`src/hdl/mid_pkg.sv`:
```
// constants, register map and field layout of the interrupt dispatch block
package mid_pkg;
    localparam logic [7:0] ADDR_EDGE_REG = 8'hbf;
    localparam logic [7:0] ADDR_STACK_REG = 8'hdf;
    localparam logic [7:0] ADDR_REQ_REG = 8'hc8;
    localparam logic [7:0] ADDR_IEN_REG = 8'hc9;
    localparam logic [7:0] ADDR_EVT_STATUS = 8'he0;
    localparam logic [7:0] ADDR_EVT_MASK = 8'he1;

    localparam int GIE_BIT = 7;
    localparam logic GIE_RESET = 1'b0;
    localparam int STACK_W = 3;
    localparam logic [2:0] STACK_RESET = 3'h7;

    localparam int EDGE_SEL_LSB = 3;
    localparam logic [1:0] EDGE_SEL_RESET = 2'h0;
    localparam logic [1:0] EDGE_RSVD = 2'h0;
    localparam logic [1:0] EDGE_RISE = 2'h1;
    localparam logic [1:0] EDGE_FALL = 2'h2;
    localparam logic [1:0] EDGE_BOTH = 2'h3;

    localparam int REQ_EXT0 = 0;
    localparam int REQ_EXT1 = 1;
    localparam int REQ_BTMR = 4;
    localparam int REQ_STMR = 5;
    localparam int REQ_RTMR = 6;
    localparam logic [7:0] REQ_IMPL_MASK = 8'h73;
    localparam logic [7:0] REQ_RESET = 8'h00;
    localparam logic [7:0] IEN_RESET = 8'h00;

    localparam int VECTOR_ADDR = 8;
    // timeout and power-down status bits sit in the top two flag bits
    localparam logic [7:0] PROCESSOR_FLAG_REG_SAVE_MASK = 8'h3f;

    localparam int EVT_TAKEN = 0;
    localparam int EVT_RETURN = 1;
    localparam int EVT_WAKE = 2;
    localparam int EVT_OVERWRITE = 3;
    localparam logic [7:0] EVT_IMPL_MASK = 8'h0f;
    localparam logic [7:0] EVT_RESET = 8'h00;
    localparam logic [7:0] MASK_RESET = 8'h00;

    localparam logic PIN_IDLE = 1'b1;
endpackage

```
`src/hdl/mid_edge_if.sv`:
```
// edge events of one synchronised external interrupt pin
`timescale 1ns/1ns
`default_nettype none
interface mid_edge_if;
    logic rise;
    logic fall;
    logic level;
    modport src (output rise, output fall, output level);
    modport snk (input rise, input fall, input level);
endinterface
`default_nettype wire

```
`src/hdl/mid_pin_edge.sv`:
```
// three-stage pin synchroniser with agreed-level edge detection
`timescale 1ns/1ns
`default_nettype none
module mid_pin_edge (
    input wire logic i_clk,
    input wire logic i_rst,
    input wire logic i_pin,
    mid_edge_if.src o_edge
);
    logic [2:0] sync_q;
    logic level_q;
    logic rise_q;
    logic fall_q;

    always_ff @(posedge i_clk)
    begin
        if (i_rst)
            sync_q <= {3{mid_pkg::PIN_IDLE}};
        else
            sync_q <= {sync_q[1:0], i_pin};
    end

    // only the second and third stages are compared; the first may be metastable
    always_ff @(posedge i_clk)
    begin
        if (i_rst)
        begin
            level_q <= mid_pkg::PIN_IDLE;
            rise_q <= 1'b0;
            fall_q <= 1'b0;
        end
        else
        begin
            rise_q <= (sync_q[2] == sync_q[1]) && sync_q[2] && !level_q;
            fall_q <= (sync_q[2] == sync_q[1]) && !sync_q[2] && level_q;
            if (sync_q[2] == sync_q[1])
                level_q <= sync_q[2];
        end
    end

    assign o_edge.rise = rise_q;
    assign o_edge.fall = fall_q;
    assign o_edge.level = level_q;
endmodule // mid_pin_edge
`default_nettype wire

```
`src/hdl/mid_dispatch.sv`:
```
// interrupt dispatch: request flags, global enable, return stack, save buffer
//
// Implementation choice: the plain strobed port.
`timescale 1ns/1ns
`default_nettype none
module mid_dispatch #(
    parameter int PC_W = 13,
    parameter int STACK_DEPTH = 8
) (
    input wire logic i_clk,
    input wire logic i_rst,
    input wire logic [7:0] i_addr,
    input wire logic [7:0] i_wdata,
    input wire logic i_wr,
    input wire logic i_rd,
    output logic [7:0] o_rdata,
    input wire logic i_ext_irq_zero,
    input wire logic i_ext_irq_one,
    input wire logic i_basic_timer_ovf,
    input wire logic i_second_timer_ovf,
    input wire logic i_reload_timer_ovf,
    input wire logic i_powerdown,
    input wire logic i_irq_take,
    input wire logic [PC_W-1:0] i_ret_pc,
    input wire logic i_irq_return,
    input wire logic i_save,
    input wire logic i_restore,
    input wire logic [7:0] i_acc,
    input wire logic [7:0] i_processor_flag_reg,
    output logic o_irq_req,
    output logic o_pc_load,
    output logic [PC_W-1:0] o_pc_value,
    output logic o_global_irq_enable,
    output logic [7:0] o_acc_restore,
    output logic [7:0] o_processor_flag_reg_restore,
    output logic o_restore_load,
    output logic o_wakeup,
    output logic o_int
);
    mid_edge_if ext0_if ();
    mid_edge_if ext1_if ();

    mid_pin_edge u_ext0 (
        .i_clk(i_clk),
        .i_rst(i_rst),
        .i_pin(i_ext_irq_zero),
        .o_edge(ext0_if.src)
    );

    mid_pin_edge u_ext1 (
        .i_clk(i_clk),
        .i_rst(i_rst),
        .i_pin(i_ext_irq_one),
        .o_edge(ext1_if.src)
    );

    logic global_irq_enable_q;
    logic [2:0] sp_q;
    logic [1:0] ext0_edge_sel_q;
    logic [7:0] request_flag_q;
    logic [7:0] irq_enable_q;
    logic [7:0] evt_q;
    logic [7:0] evt_mask_q;
    logic [PC_W-1:0] stack_mem [0:STACK_DEPTH-1];
    logic [PC_W-1:0] pc_q;
    logic pc_load_q;
    logic irq_req_q;
    logic wake_q;
    logic wakeup_q;
    logic [7:0] acc_buf_q;
    logic [7:0] processor_flag_reg_buf_q;
    logic saved_q;
    logic restore_load_q;
    logic [7:0] rdata_q;
    logic int_q;

    logic ext0_hit;
    logic take_ok;
    logic ret_ok;
    logic pending;
    logic [2:0] sp_inc;
    logic [7:0] req_set;
    logic [7:0] evt_set;

    function automatic logic wr_at(input logic [7:0] addr);
        return i_wr && (i_addr == addr);
    endfunction

    function automatic logic edge_match(input logic [1:0] sel, input logic r, input logic f);
        case (sel)
            mid_pkg::EDGE_RISE: return r;
            mid_pkg::EDGE_FALL: return f;
            mid_pkg::EDGE_BOTH: return r | f;
            default: return 1'b0;
        endcase
    endfunction

    assign ext0_hit = edge_match(ext0_edge_sel_q, ext0_if.rise, ext0_if.fall);
    // a take is only honoured while the request is being offered
    assign take_ok = i_irq_take && irq_req_q && global_irq_enable_q;
    assign ret_ok = i_irq_return && !take_ok;
    assign sp_inc = sp_q + 3'h1;
    assign pending = global_irq_enable_q
        && ((|(request_flag_q & irq_enable_q & mid_pkg::REQ_IMPL_MASK)) || wake_q);

    always_comb
    begin
        req_set = 8'h00;
        req_set[mid_pkg::REQ_EXT0] = ext0_hit;
        req_set[mid_pkg::REQ_EXT1] = ext1_if.fall;
        req_set[mid_pkg::REQ_BTMR] = i_basic_timer_ovf;
        req_set[mid_pkg::REQ_STMR] = i_second_timer_ovf;
        req_set[mid_pkg::REQ_RTMR] = i_reload_timer_ovf;
    end

    // software may clear flags; a same-cycle hardware set still wins
    always_ff @(posedge i_clk)
    begin
        if (i_rst)
            request_flag_q <= mid_pkg::REQ_RESET;
        else if (wr_at(mid_pkg::ADDR_REQ_REG))
            request_flag_q <= (i_wdata & mid_pkg::REQ_IMPL_MASK) | req_set;
        else
            request_flag_q <= request_flag_q | req_set;
    end

    always_ff @(posedge i_clk)
    begin
        if (i_rst)
            irq_enable_q <= mid_pkg::IEN_RESET;
        else if (wr_at(mid_pkg::ADDR_IEN_REG))
            irq_enable_q <= i_wdata & mid_pkg::REQ_IMPL_MASK;
    end

    always_ff @(posedge i_clk)
    begin
        if (i_rst)
            ext0_edge_sel_q <= mid_pkg::EDGE_SEL_RESET;
        else if (wr_at(mid_pkg::ADDR_EDGE_REG))
            ext0_edge_sel_q <= i_wdata[mid_pkg::EDGE_SEL_LSB +: 2];
    end

    // dispatch offer to the core; dropped at once on a take so it cannot be taken twice
    always_ff @(posedge i_clk)
    begin
        if (i_rst)
            irq_req_q <= 1'b0;
        else
            irq_req_q <= take_ok ? 1'b0 : pending;
    end

    always_ff @(posedge i_clk)
    begin
        if (i_rst)
            global_irq_enable_q <= mid_pkg::GIE_RESET;
        else if (take_ok)
            global_irq_enable_q <= 1'b0;
        else if (ret_ok)
            global_irq_enable_q <= 1'b1;
        else if (wr_at(mid_pkg::ADDR_STACK_REG))
            global_irq_enable_q <= i_wdata[mid_pkg::GIE_BIT];
    end

    // stack pointer counts down on a push; wraps silently past its depth
    always_ff @(posedge i_clk)
    begin
        if (i_rst)
            sp_q <= mid_pkg::STACK_RESET;
        else if (take_ok)
            sp_q <= sp_q - 3'h1;
        else if (ret_ok)
            sp_q <= sp_inc;
        else if (wr_at(mid_pkg::ADDR_STACK_REG))
            sp_q <= i_wdata[mid_pkg::STACK_W-1:0];
    end

    always_ff @(posedge i_clk)
    begin
        if (take_ok)
            stack_mem[sp_q] <= i_ret_pc;
    end

    always_ff @(posedge i_clk)
    begin
        if (i_rst)
        begin
            pc_q <= '0;
            pc_load_q <= 1'b0;
        end
        else
        begin
            pc_load_q <= take_ok || ret_ok;
            if (take_ok)
                pc_q <= PC_W'(mid_pkg::VECTOR_ADDR);
            else if (ret_ok)
                pc_q <= stack_mem[sp_inc];
        end
    end

    // wake latch keeps the ext0 edge seen in power-down until the vector is taken
    always_ff @(posedge i_clk)
    begin
        if (i_rst)
        begin
            wake_q <= 1'b0;
            wakeup_q <= 1'b0;
        end
        else
        begin
            wakeup_q <= i_powerdown && ext0_hit;
            if (i_powerdown && ext0_hit)
                wake_q <= 1'b1;
            else if (take_ok)
                wake_q <= 1'b0;
        end
    end

    // one buffer only: nested saves lose the outer context
    always_ff @(posedge i_clk)
    begin
        if (i_rst)
        begin
            acc_buf_q <= 8'h00;
            processor_flag_reg_buf_q <= 8'h00;
            saved_q <= 1'b0;
            restore_load_q <= 1'b0;
        end
        else
        begin
            restore_load_q <= i_restore;
            if (i_save)
            begin
                acc_buf_q <= i_acc;
                processor_flag_reg_buf_q <= i_processor_flag_reg & mid_pkg::PROCESSOR_FLAG_REG_SAVE_MASK;
                saved_q <= 1'b1;
            end
            else if (i_restore)
                saved_q <= 1'b0;
        end
    end

    always_comb
    begin
        evt_set = 8'h00;
        evt_set[mid_pkg::EVT_TAKEN] = take_ok;
        evt_set[mid_pkg::EVT_RETURN] = ret_ok;
        evt_set[mid_pkg::EVT_WAKE] = i_powerdown && ext0_hit;
        evt_set[mid_pkg::EVT_OVERWRITE] = i_save && saved_q;
    end

    always_ff @(posedge i_clk)
    begin
        if (i_rst)
        begin
            evt_q <= mid_pkg::EVT_RESET;
            evt_mask_q <= mid_pkg::MASK_RESET;
            int_q <= 1'b0;
        end
        else
        begin
            if (wr_at(mid_pkg::ADDR_EVT_STATUS))
                evt_q <= (evt_q & ~i_wdata) | evt_set;
            else
                evt_q <= evt_q | evt_set;
            if (wr_at(mid_pkg::ADDR_EVT_MASK))
                evt_mask_q <= i_wdata & mid_pkg::EVT_IMPL_MASK;
            int_q <= |(evt_q & evt_mask_q);
        end
    end

    always_ff @(posedge i_clk)
    begin
        if (i_rst)
            rdata_q <= 8'h00;
        else if (!i_rd)
            rdata_q <= 8'h00;
        else
        begin
            case (i_addr)
                mid_pkg::ADDR_EDGE_REG:
                    rdata_q <= {3'h0, ext0_edge_sel_q, 3'h0};
                mid_pkg::ADDR_STACK_REG:
                    rdata_q <= {global_irq_enable_q, 4'h0, sp_q};
                mid_pkg::ADDR_REQ_REG:
                    rdata_q <= request_flag_q;
                mid_pkg::ADDR_IEN_REG:
                    rdata_q <= irq_enable_q;
                mid_pkg::ADDR_EVT_STATUS:
                    rdata_q <= evt_q;
                mid_pkg::ADDR_EVT_MASK:
                    rdata_q <= evt_mask_q;
                default:
                    rdata_q <= 8'h00;
            endcase
        end
    end

    assign o_rdata = rdata_q;
    assign o_irq_req = irq_req_q;
    assign o_pc_load = pc_load_q;
    assign o_pc_value = pc_q;
    assign o_global_irq_enable = global_irq_enable_q;
    assign o_acc_restore = acc_buf_q;
    assign o_processor_flag_reg_restore = processor_flag_reg_buf_q;
    assign o_restore_load = restore_load_q;
    assign o_wakeup = wakeup_q;
    assign o_int = int_q;
endmodule // mid_dispatch
`default_nettype wire

```
`config.mk`:
```
export PLATFORM = sky130hd
export DESIGN_NAME = mid_dispatch
export DESIGN_NICKNAME = d
export VERILOG_FILES = /design/src/hdl/mid_pkg.sv /design/src/hdl/mid_edge_if.sv /design/src/hdl/mid_pin_edge.sv /design/src/hdl/mid_dispatch.sv
export SDC_FILE = /design/constraint.sdc
export NUM_CORES = 1
export LEC_CHECK = 0
export ABC_AREA = 1
export BUFFER_PORTS_ARGS = -buffer_cell sky130_fd_sc_hd__buf_2
export CAP_MARGIN = 10
export CORE_UTILIZATION = 25
export CTS_CLUSTER_DIAMETER = 120
export CTS_CLUSTER_SIZE = 8
export DETAILED_ROUTE_END_ITERATION = 7
export PLACE_DENSITY = 0.45
export SYNTH_ARGS = -nofsm -noshare
export SYNTH_HDL_FRONTEND = slang
export SYNTH_SLANG_ARGS = --single-unit
```
`constraint.sdc`:
```
create_clock -name i_clk -period 5.6 [get_ports i_clk]
set_clock_uncertainty 0.15 [all_clocks]
set_input_delay 0.84 -clock i_clk [delete_from_list [all_inputs] [get_ports i_clk]]
set_output_delay 0.84 -clock i_clk [all_outputs]
set_load 0.1 [all_outputs]
```
Yosys cells after proc, flatten, opt, wreduce, memory -nomap -nowiden:

Memories as Yosys holds them, arrays and structs flattened.
Cells that the tools add are included.

* bitwise gates (word level): 10
* reductions and logical operators: 33
* equality and inequality tests: 11
* mux-type cells: 17
* add/sub/neg operators: 2

Operator list (number)
* == test 8 bit (second input constant): 6
* case mux 8 bit (6 select lines): 1
* logical AND 1 bit: 18
* 2-to-1 mux 8 bit: 2
* OR 8 x 4 -> 8 bit: 2
* 2-to-1 mux 3 bit: 3
* AND 8 x 4 -> 8 bit: 1
* AND 8 bit: 1
* 2-to-1 mux 1 bit: 8
* 2-to-1 mux 4 bit: 2
* inverter 8 bit: 1
* OR 8 x 7 -> 8 bit: 1
* nonzero test 2 bit: 4
* OR reduction 8 bit: 1
* AND 7 bit: 1
* OR 7 bit: 1
* OR reduction 5 bit: 1
* == test 2 bit (second input constant): 2
* zero test 1 bit: 4
* OR reduction 2 bit: 2
* adder 3 x 1 -> 3 bit (second input constant): 1
* case mux 1 bit (3 select lines): 1
* nonzero test 3 bit: 1
* subtractor 3 x 1 -> 3 bit (second input constant): 1
* 5 further kinds: 7

* RAM bits: 104
* bits in registers: 84
* memories: 1
* input bits: 59
* word-level logic and storage cells: 100

Memories
* stack_mem: words 8, width 13, read ports 1, clocked after memory_dff 0, wr ports 1, line mid_dispatch.sv:64 `logic [PC_W-1:0] stack_mem [0:STACK_DEPTH-1];`

Logic depth before layout (Yosys ltp):

Gate-level depths: netlist of run 1.

* depth in word-level cells: 6
* mapped depth: 13
* depth with buffers taken out: 9

Cells and area by module:

Synthesis of run 1 repeated with hierarchy kept, for this count alone.

* cells, all modules: 797
* area, all modules: 7554.7 um2

Modules (own cells, without submodules)
* mid_dispatch: area an instance 7146.9 um2, times used 1, cells each 753
* mid_pin_edge: area an instance 203.9 um2, times used 2, cells each 22

Worst setup path after synthesis of run 1:

Ideal clock, no wire load.

* path type: register -> register
* start: reg global_irq_enable_q, in the netlist o_global_irq_enable
* end: mem stack_mem[0][0] (enable)
* period minus slack after synthesis: 3.034 ns
* library setup time: 0.400 ns
* stages on the path, launching flop included: 5
* required time: 5.050 ns
* buffers on the path: 0
* slack: 2.566 ns
* arrival time: 2.485 ns
* path through: dfxtp_1 > nand3_2 > inv_1 > nand2_1 > nor3_1

* word-level cells in the longest chain between the ends: 3

Ends and longest elaborated chain
* start: declaration: line mid_dispatch.sv:57 `logic global_irq_enable_q;`
* start signal: assignment: line mid_dispatch.sv:155 `global_irq_enable_q <= mid_pkg::GIE_RESET;`
* start signal: assignment: line mid_dispatch.sv:161 `global_irq_enable_q <= i_wdata[mid_pkg::GIE_BIT];`
* logical AND 1 bit: line mid_dispatch.sv:100 `assign take_ok = i_irq_take && irq_req_q && global_irq_enable_q;`
* 2-to-1 mux 1 bit: line mid_dispatch.sv:179 `if (take_ok)`
* 2-to-1 mux 1 bit (implied by the code): line mid_dispatch.sv:180 `stack_mem[sp_q] <= i_ret_pc;`
* end: declaration: line mid_dispatch.sv:64

Every way passes these cells.

Worst setup path after layout of run 1:

* start: reg sp_q[0]
* end: mem stack_mem[5][0] (enable)

RTL lines
* start: declaration: line mid_dispatch.sv:58 `logic [2:0] sp_q;`
* start signal: assignment: line mid_dispatch.sv:168 `sp_q <= mid_pkg::STACK_RESET;`
* start signal: assignment: line mid_dispatch.sv:170 `sp_q <= sp_q - 3'h1;`
* start signal: assignment: line mid_dispatch.sv:172 `sp_q <= sp_inc;`

Straight into the memory's write port.

==> metrics.md, run 1 <==
| Metric | Value |
|---|---|
| Clk root buf | clkbuf_16 |
| Pleak | 0.004367 uW |
| Initial antenna violation count | 1 |
| Reg power frac | 46.4% |
| Critical-path top delay cell | nor2_2 |
| Synth top area cells | edfxtp_1 39%, dfxtp_1 20%, nand2_1 13%, inv_1 6.7%, nand3_1 6.1% |
| Core area | 30990 um2 |
| CP top delay family | simple AND/OR/NAND/NOR gates |
| Filler Cell Count | 3249 |
| DRT Pass-1 Iters | 5 |
| Top cell type by total area after synthesis | edfxtp_1 |
| Post_cts resized | 0 |
| Height of the die | 180.5 um |
| Initial Util | 25.71% |
| Vias in the first global route | 5448 |
| Peak supply drop | 0.0002003 V |
| ANT nets after route | 0 |
| Placer Congestion | 0.7690 |
| Synth unique cells | 34 |
| CP startpoint kind | register |
| Status | finished clean |
| Final setup violation count | 0 |
| Clk_lat worst skew | 0.43 ns |
| Via density | ~4.1 |
| CP cell instances | buf_4, nand2_1, nor2_2 |
| Post-Synthesis Cells | 900 |
| Asr flop ratio synth | 0% |
| Setup repair bufs after CTS | 0 |
| Number of flops mapped to enable cells by yosys | between 100 and 150 |
| H-Tree Depth | 4 |
| Drt drc | 0 |
| #FFs+latches synth | 185 |
| Register Area | 4746 um2 |
| CP Max Fanout | 65 |
| P_int | 2303 uW |
| Clock sinks | approximately 190 |
| Post-synth top area share | 39.20% |
| Clock network power share | 40.3% |
| Max Clk Rate | 0.3660 GHz |
| Vias | 5806 |
| First-pass GRT wire length | approximately 31000 um |
| 1st-iter DRT viols | between 200 and 300 |
| Hold WC Path Type | register to register |
| Cts bufs inserted | 17 |
| Placed insts | approximately 1400 |
| CTS tree | done |
| Power share of the combinational group | roughly an eighth |
| Final WL | 20230 um |
| Fin util | a little under a third |
| Max cap viols | 0 |
| Layout cells sized above 1 | a little under a fifth |
| Max incr delay on CP | 0.89 ns |
| ANT cells | 0 |
| Grt total ovfl | 0 |
| Die Area | approximately 33000 um2 |
| Minimum clock period | roughly 2.7 ns |
| I/O pin count | 102 |
| Worst slew pin tran | 1.079 ns |
| DP Wirelength | 12560 um |
| Post-DP Area | 8815 um2 |
| Switching power | 883.4 uW |
| Hold_buf cts | 0 |
| Footprint of the multi-input gates | between 2000 and 2500 um2 |
| Worst path buffer plus inverter count | 1 |
| Seq/Total Area, Yosys | about 60% |
| Global Route Usage Sum | 12.81% |
| CP Class | register to register |
| Row count | between 60 and 70 |
| Area Overhead vs Synth | 18.50% |
| Syn. warnings | 0 |
| CP Data Arrival Time | between 2 and 3 ns |
| Worst setup EP type | register |
| Ys flop type | edfxtp_1 |
| Routed length per instance | 14.45 um |
| CTS clock-pin slew for the worst setup and hold paths | roughly 0.070 ns |
| PortBufs | 97 |
| Post-route insts no fill | 1400 |
| Req. time, crit path | 5.50 ns |
| Max Slew Vio Count | 0 |
| Part of the cycle the worst path needs | 48.80% |
| Post-Syn Area | 7966 um2 |
| Die width | between 150 and 200 um |
| Setup Total Neg Slack | 0 ns |
| Sw frac | 27.73% |
| RSZ-0062 raised after global routing | false |
| Synth Area per Inst | just under 9 um2 |
| Pin count of the biggest net entering global routing | 66 |
| Clk buf depth | 2 |
| Nets@finish | between 1000 and 1500 |
| Most frequent cell after synthesis | nand2_1 |
| Fin. Hold Viols | 0 |
| Power per cell area | 337.5 nW/um2 |
| Max_slew headroom | 27.99% |
| Most frequent cells after synthesis | 266 x nand2_1, 142 x inv_1, 104 x edfxtp_1 |
| Final Cell Area | ~9400 um2 |
[power by group through the flow]
stage / Sequential, uW / Clock [uW] / Combinational (uW)
5_1_grt: 1480 / 1370 / 460
2_1_floorplan: 1650 / 0 / 188
3_3_place_gp: 1510 / 0 / 429
4_1_cts: 1480 / 1320 / 430
3_5_place_dp: 1510 / 0 / 429
6_report: 1480 / 1280 / 424
[metal layers]
metal  routed length (um)  GRT usage [%]  up-vias
met2                 9714          21.49      102
li1                     -              -     3011
met5                   11              0        -
met3                  718          2.728       20
met1                 9523          16.36     2671
met4                  264          4.137        2
[state kept, by name, summed over array words and instances, names as in the netlist, 3 cells and up]
| register | count |
|---|---|
| stack_mem | 104 |
| o_pc_value | 13 |
| evt_q | 8 |
| o_acc_restore | 8 |
| o_rdata | 8 |
| o_processor_flag_reg_restore | 6 |
| irq_enable_q | 5 |
| request_flag_q | 5 |
| evt_mask_q | 4 |
| sp_q | 3 |
| u_ext0.sync_q | 3 |
| u_ext1.sync_q | 3 |
[layout make-up]
type | count | share of cell area [%]
multi-input cells | 536 | 26.30
inverters | 148 | 5.938
clock inverters | 14 | 2.081
clock buffers | 18 | 4.546
repair buffers | 103 | 5.620
flip-flops and latches | 185 | 50.27
well taps | 396 | 5.249
[per-stage QoR]
stage	setup WS [ns]	total power, uW	hold WS [ns]
floorplan	2.566	1834	0.2395
global placement	2.669	1939	0.2505
detailed placement	2.653	1939	0.2527
CTS	2.822	3225	0.2697
global route	2.729	3315	0.2898
finish	2.867	3186	0.2660
[cells by family after synthesis]
group                      share of synthesized area (%)
adders and majority gates                         0.7853
and+or+nand+nor                                    25.93
AOI/OAI and AO/OA                                  3.864
other                                            0.04707
buffers and inverters                              9.706
DFF                                                59.56
xor gates and xnor gates                          0.1100
[worst paths after layout]
kind | startpoint | to | slack (ns) | cells past startpoint
max | sp_q[0] | stack_mem[5][0] | 2.87 | 3
min | u_ext0.sync_q[0] | u_ext0.sync_q[1] | 0.27 | 1
max reg2reg | sp_q[0] | stack_mem[5][0] | 2.87 | 3
min reg2reg | u_ext0.sync_q[0] | u_ext0.sync_q[1] | 0.27 | 1
[cells in the final DEF, fill, tap and decap left out, drive strengths merged, types with 4 or more instances in the layout]
cell type  count
nand2        270
inv          150
edfxtp       104
buf          103
nand3        100
dfxtp         81
nor2          72
o21ai         33
a21oi         24
or2           19
clkbuf        18
clkinv         6
ha             5
bufinv         4
Power figures use the tool's default switching activity.
==> inputs of run 2 (changes only) <==
--- a/config.mk
+++ b/config.mk
@@ -5,7 +5,7 @@
 export SDC_FILE = /design/constraint.sdc
 export NUM_CORES = 1
 export LEC_CHECK = 0
-export ABC_AREA = 1
+export ABC_AREA = 0
 export BUFFER_PORTS_ARGS = -buffer_cell sky130_fd_sc_hd__buf_2
 export CAP_MARGIN = 10
 export CORE_UTILIZATION = 25
==> constraint.sdc (replaced) <==
create_clock -name i_clk -period 2.8 [get_ports i_clk]
set_clock_uncertainty 0.15 [all_clocks]
set_input_delay 0.42 -clock i_clk [delete_from_list [all_inputs] [get_ports i_clk]]
set_output_delay 0.42 -clock i_clk [all_outputs]
set_load 0.1 [all_outputs]
==> run 2 against run 1 <==
Synthesized cell count shrank 43%. Power grew 97%. Via count shrank 21%. Routed wire length shrank 13%. Utilization grew 0.62 points. Clock power grew 100%. Non-clock buffer count grew 10. Combinational power grew 72%. Setup slack lost 2.4 ns. Register-to-register slack lost 2.4 ns. Cell count shrank 28%. Highest routed layer is now met4.
==> metrics.md, run 2 <==
| Metric | Value |
|---|---|
| Global Route Usage Sum | 12.20% (-0.61 points) |
| Most common cell after layout, fill and taps aside | edfxtp_1 |
| Clock sinks | 185 (unchanged) |
| Grt total ovfl | 0 (unchanged) |
| Seq/Total Area, Yosys | 65.09% (+5.5 points) |
| Power per cell area | 702.3 nW/um2 (+110%) |
| Routed length per instance | 17.45 um (+21%) |
| Fin. Hold Viols | 0 (unchanged) |
| Pin count of the biggest net entering global routing | 45 (-32%) |
| Placed insts | 981 (-28%) |
| PortBufs | 97 (unchanged) |
| CTS clock-pin slew for the worst setup and hold paths | 0.08 ns (about the same) |
| Req. time, crit path | 2.95 ns (-2.55 ns) |
| Part of the cycle the worst path needs | 82.41% (+34 points) |
| Minimum clock period | 2.307 ns (-0.4252 ns) |
| 1st-iter DRT viols | 291 (-2.3%) |
| Asr flop ratio synth | 0% (unchanged) |
| Post-route insts no fill | 1014 (-28%) |
| Peak supply drop | 0.0004440 V (+120%) |
| Number of flops mapped to enable cells by yosys | 104 (unchanged) |
| Status | finished clean |
| Max Slew Vio Count | 0 (unchanged) |
| Die Area | 29840 um2 (-8.4%) |
| Synth unique cells | 59 (+74%) |
| Row count | 62 (-3.1%) |
| Most frequent cells in the layout | 104 x edfxtp_1, 97 x buf_2, 80 x dfxtp_1 |
| CP Class | register to register |
| I/O pin count | 102 (unchanged) |
| R2R setup slack | 0.49 ns (-2.37 ns) |
| Core area | 28700 um2 (-7.4%) |
| Initial antenna violation count | 1 (unchanged) |
| Fin util | 31.09% (+0.62 points) |
| Top cell type by total area after synthesis | edfxtp_1 |
| Via density | 4.549 (+9.7%) |
| Pleak | 0.003391 uW (-22%) |
| Worst hold start | i_ext_irq_one |
| Most frequent cell after synthesis | edfxtp_1 |
| DRT Pass-1 Iters | 4 (-1) |
| Vias | 4613 (-21%) |
| Clk root buf | clkbuf_16 |
| FF-to-FF End | o_pc_value[9] |
| ANT nets after route | 0 (unchanged) |
| Post-Syn Area | 7289 um2 (-8.5%) |
| Synth Area per Inst | 14.29 um2 (+61%) |
| Most frequent cells after synthesis | 104 x edfxtp_1, 81 x dfxtp_1, 40 x nor2_1 |
| Hold WC Path Type | input pin to register |
| CP Max Fanout | 26 (-60%) |
| RSZ-0062 raised after global routing | false |
| Synth top area cells | edfxtp_1 43%, dfxtp_1 22%, mux4_2 8.0%, mux2i_1 5.2%, nor2_1 2.1% |
| Worst slew pin tran | 0.7541 ns (-0.3248 ns) |
| Area Overhead vs Synth | 22.40% |
| Height of the die | 172.8 um (-4.3%) |
| Max cap viols | 0 (unchanged) |
| Reg2Reg Depth | 6 (+3) |
| Hold Path Cell Cnt | 2 (+1) |
| CTS tree | done |
| Die width | 172.8 um (-4.3%) |
| Post-DP Area | 8267 um2 (-6.2%) |
| Setup repair bufs after CTS | 0 (unchanged) |
| Hold Crit Endpoint | u_ext1.sync_q[0] |
| Post_cts resized | 0 (unchanged) |
| Initial Util | 25.40% (-0.31 points) |
| Post-synth top area share | 42.84% (+3.6 points) |
| DP Wirelength | 11430 um (-9.0%) |
| Worst reg2reg startpoint | sp_q[1] |
| Cts bufs inserted | 17 (unchanged) |
| Drt drc | 0 (unchanged) |
| Biggest register | stack_mem |
| Final WL | 17690 um (-13%) |
| Worst setup EP type | register |
| Vias in the first global route | 4725 (-13%) |
| Clk_lat worst skew | 0.43 ns (about the same) |
| Ys flop type | edfxtp_1 |
| Hold_buf cts | 0 (unchanged) |
| Placer Congestion | 0.8603 (+12%) |
| Nets@finish | 680 (-36%) |
| Final setup violation count | 0 (unchanged) |
| Post-Synthesis Cells | 510 (-43%) |
| CP Data Arrival Time | 2.46 ns (-0.17 ns) |
| Max reg flops | 104 (unchanged) |
| Max_slew headroom | 49.73% (+22 points) |
| Clk buf depth | 2 (unchanged) |
| Max Clk Rate | 0.4334 GHz (+18%) |
| #FFs+latches synth | 185 (unchanged) |
| CP startpoint kind | register |
| Final Cell Area | 8922 um2 (-5.5%) |
| First-pass GRT wire length | 27410 um (-13%) |
| Syn. warnings | 0 (unchanged) |
| Total power | 6266 uW (+97%) |
| H-Tree Depth | 4 (unchanged) |
| Layout cells sized above 1 | 31.96% (+14 points) |
## run 2: cell count changes after synthesis, moves of 7 or more
cell      delta
nand2_1    -239
or2_2       -14
mux2i_1     +38
inv_1      -128
nor2_4       -7
mux4_2      +26
o21ai_0     -28
a211oi_1    +16
nor2_1      -21
nand3_1     -80
## run 2: layout make-up
| cell class | count | area [um2] |
|---|---|---|
| inverter | 15 | 56.30 |
| antenna | 1 | 2.502 |
| timing repair buffer | 113 | 618.1 |
| fill | 2918 | 19780 |
| multi-input combinational | 284 | 2366 |
| tap | 384 | 480.5 |
| clock buffer | 17 | 425.4 |
| sequential | 185 | 4746 |
| clock inverter | 15 | 227.7 |
## run 2: per-stage QoR
stage	setup WS, ns	hold WS (ns)	TNS, ns
after floorplan	-0.2174	0.2395	-8.477
after global placement	0.5702	0.2551	0
after detailed placement	0.5057	0.2603	0
after CTS	0.4808	0.008700	0
after global routing	0.3804	0.01129	0
final	0.4926	0.02338	0
## run 2: worst max path at each step
stage	start	endpoint	cells past startpoint
2_1_floorplan	o_global_irq_enable	stack_mem[1][0]	3
3_3_place_gp	sp_q[1]	o_pc_value[8]	6
3_5_place_dp	sp_q[1]	o_pc_value[9]	6
4_1_cts	sp_q[1]	o_pc_value[9]	6
5_1_grt	sp_q[1]	o_pc_value[3]	6
6_report	sp_q[1]	o_pc_value[9]	6
## run 2: cells by family (layout without fill, tap and decap cells)
| family | count (synthesis) | after routing | share of synthesized area, % |
|---|---|---|---|
| buffers and inverters | 42 | 160 | 2.866 |
| xor gates and xnor gates | 2 | 2 | 0.3434 |
| DFF | 185 | 185 | 65.09 |
| and+or+nand+nor | 134 | 134 | 9.870 |
| adders and majority gates | 5 | 5 | 0.8582 |
| other | 1 | 3 | 0.05144 |
| AOI/OAI and AO/OA | 74 | 74 | 7.210 |
| muxes | 67 | 67 | 13.71 |
## run 2: layer usage
layer | up-vias | track usage, % | share of wire, %
met5 | - | 0 | 0
met4 | 0 | 4.093 | 1.3
met3 | 14 | 3.672 | 6.2
met2 | 153 | 18.87 | 46
met1 | 2291 | 16.25 | 46
li1 | 2155 | - | -
## run 2: power breakdown
group | total, uW | switching, uW | internal [uW] | leakage [uW]
combinational | 731 | 512 | 218 | 0.00148
clock | 2590 | 1310 | 1280 | 0.000316
sequential | 2940 | 35.0 | 2910 | 0.00160
total | 6270 | 1860 | 4410 | 0.00339
## run 2: critical path: stages (launching register included)
cell and delay (ns):
dfxtp_1 0.52, inv_1 0.13, ha_1 0.34, buf_4 0.39, mux4_2 0.37, mux2i_1 0.16, a211oi_1 0.09
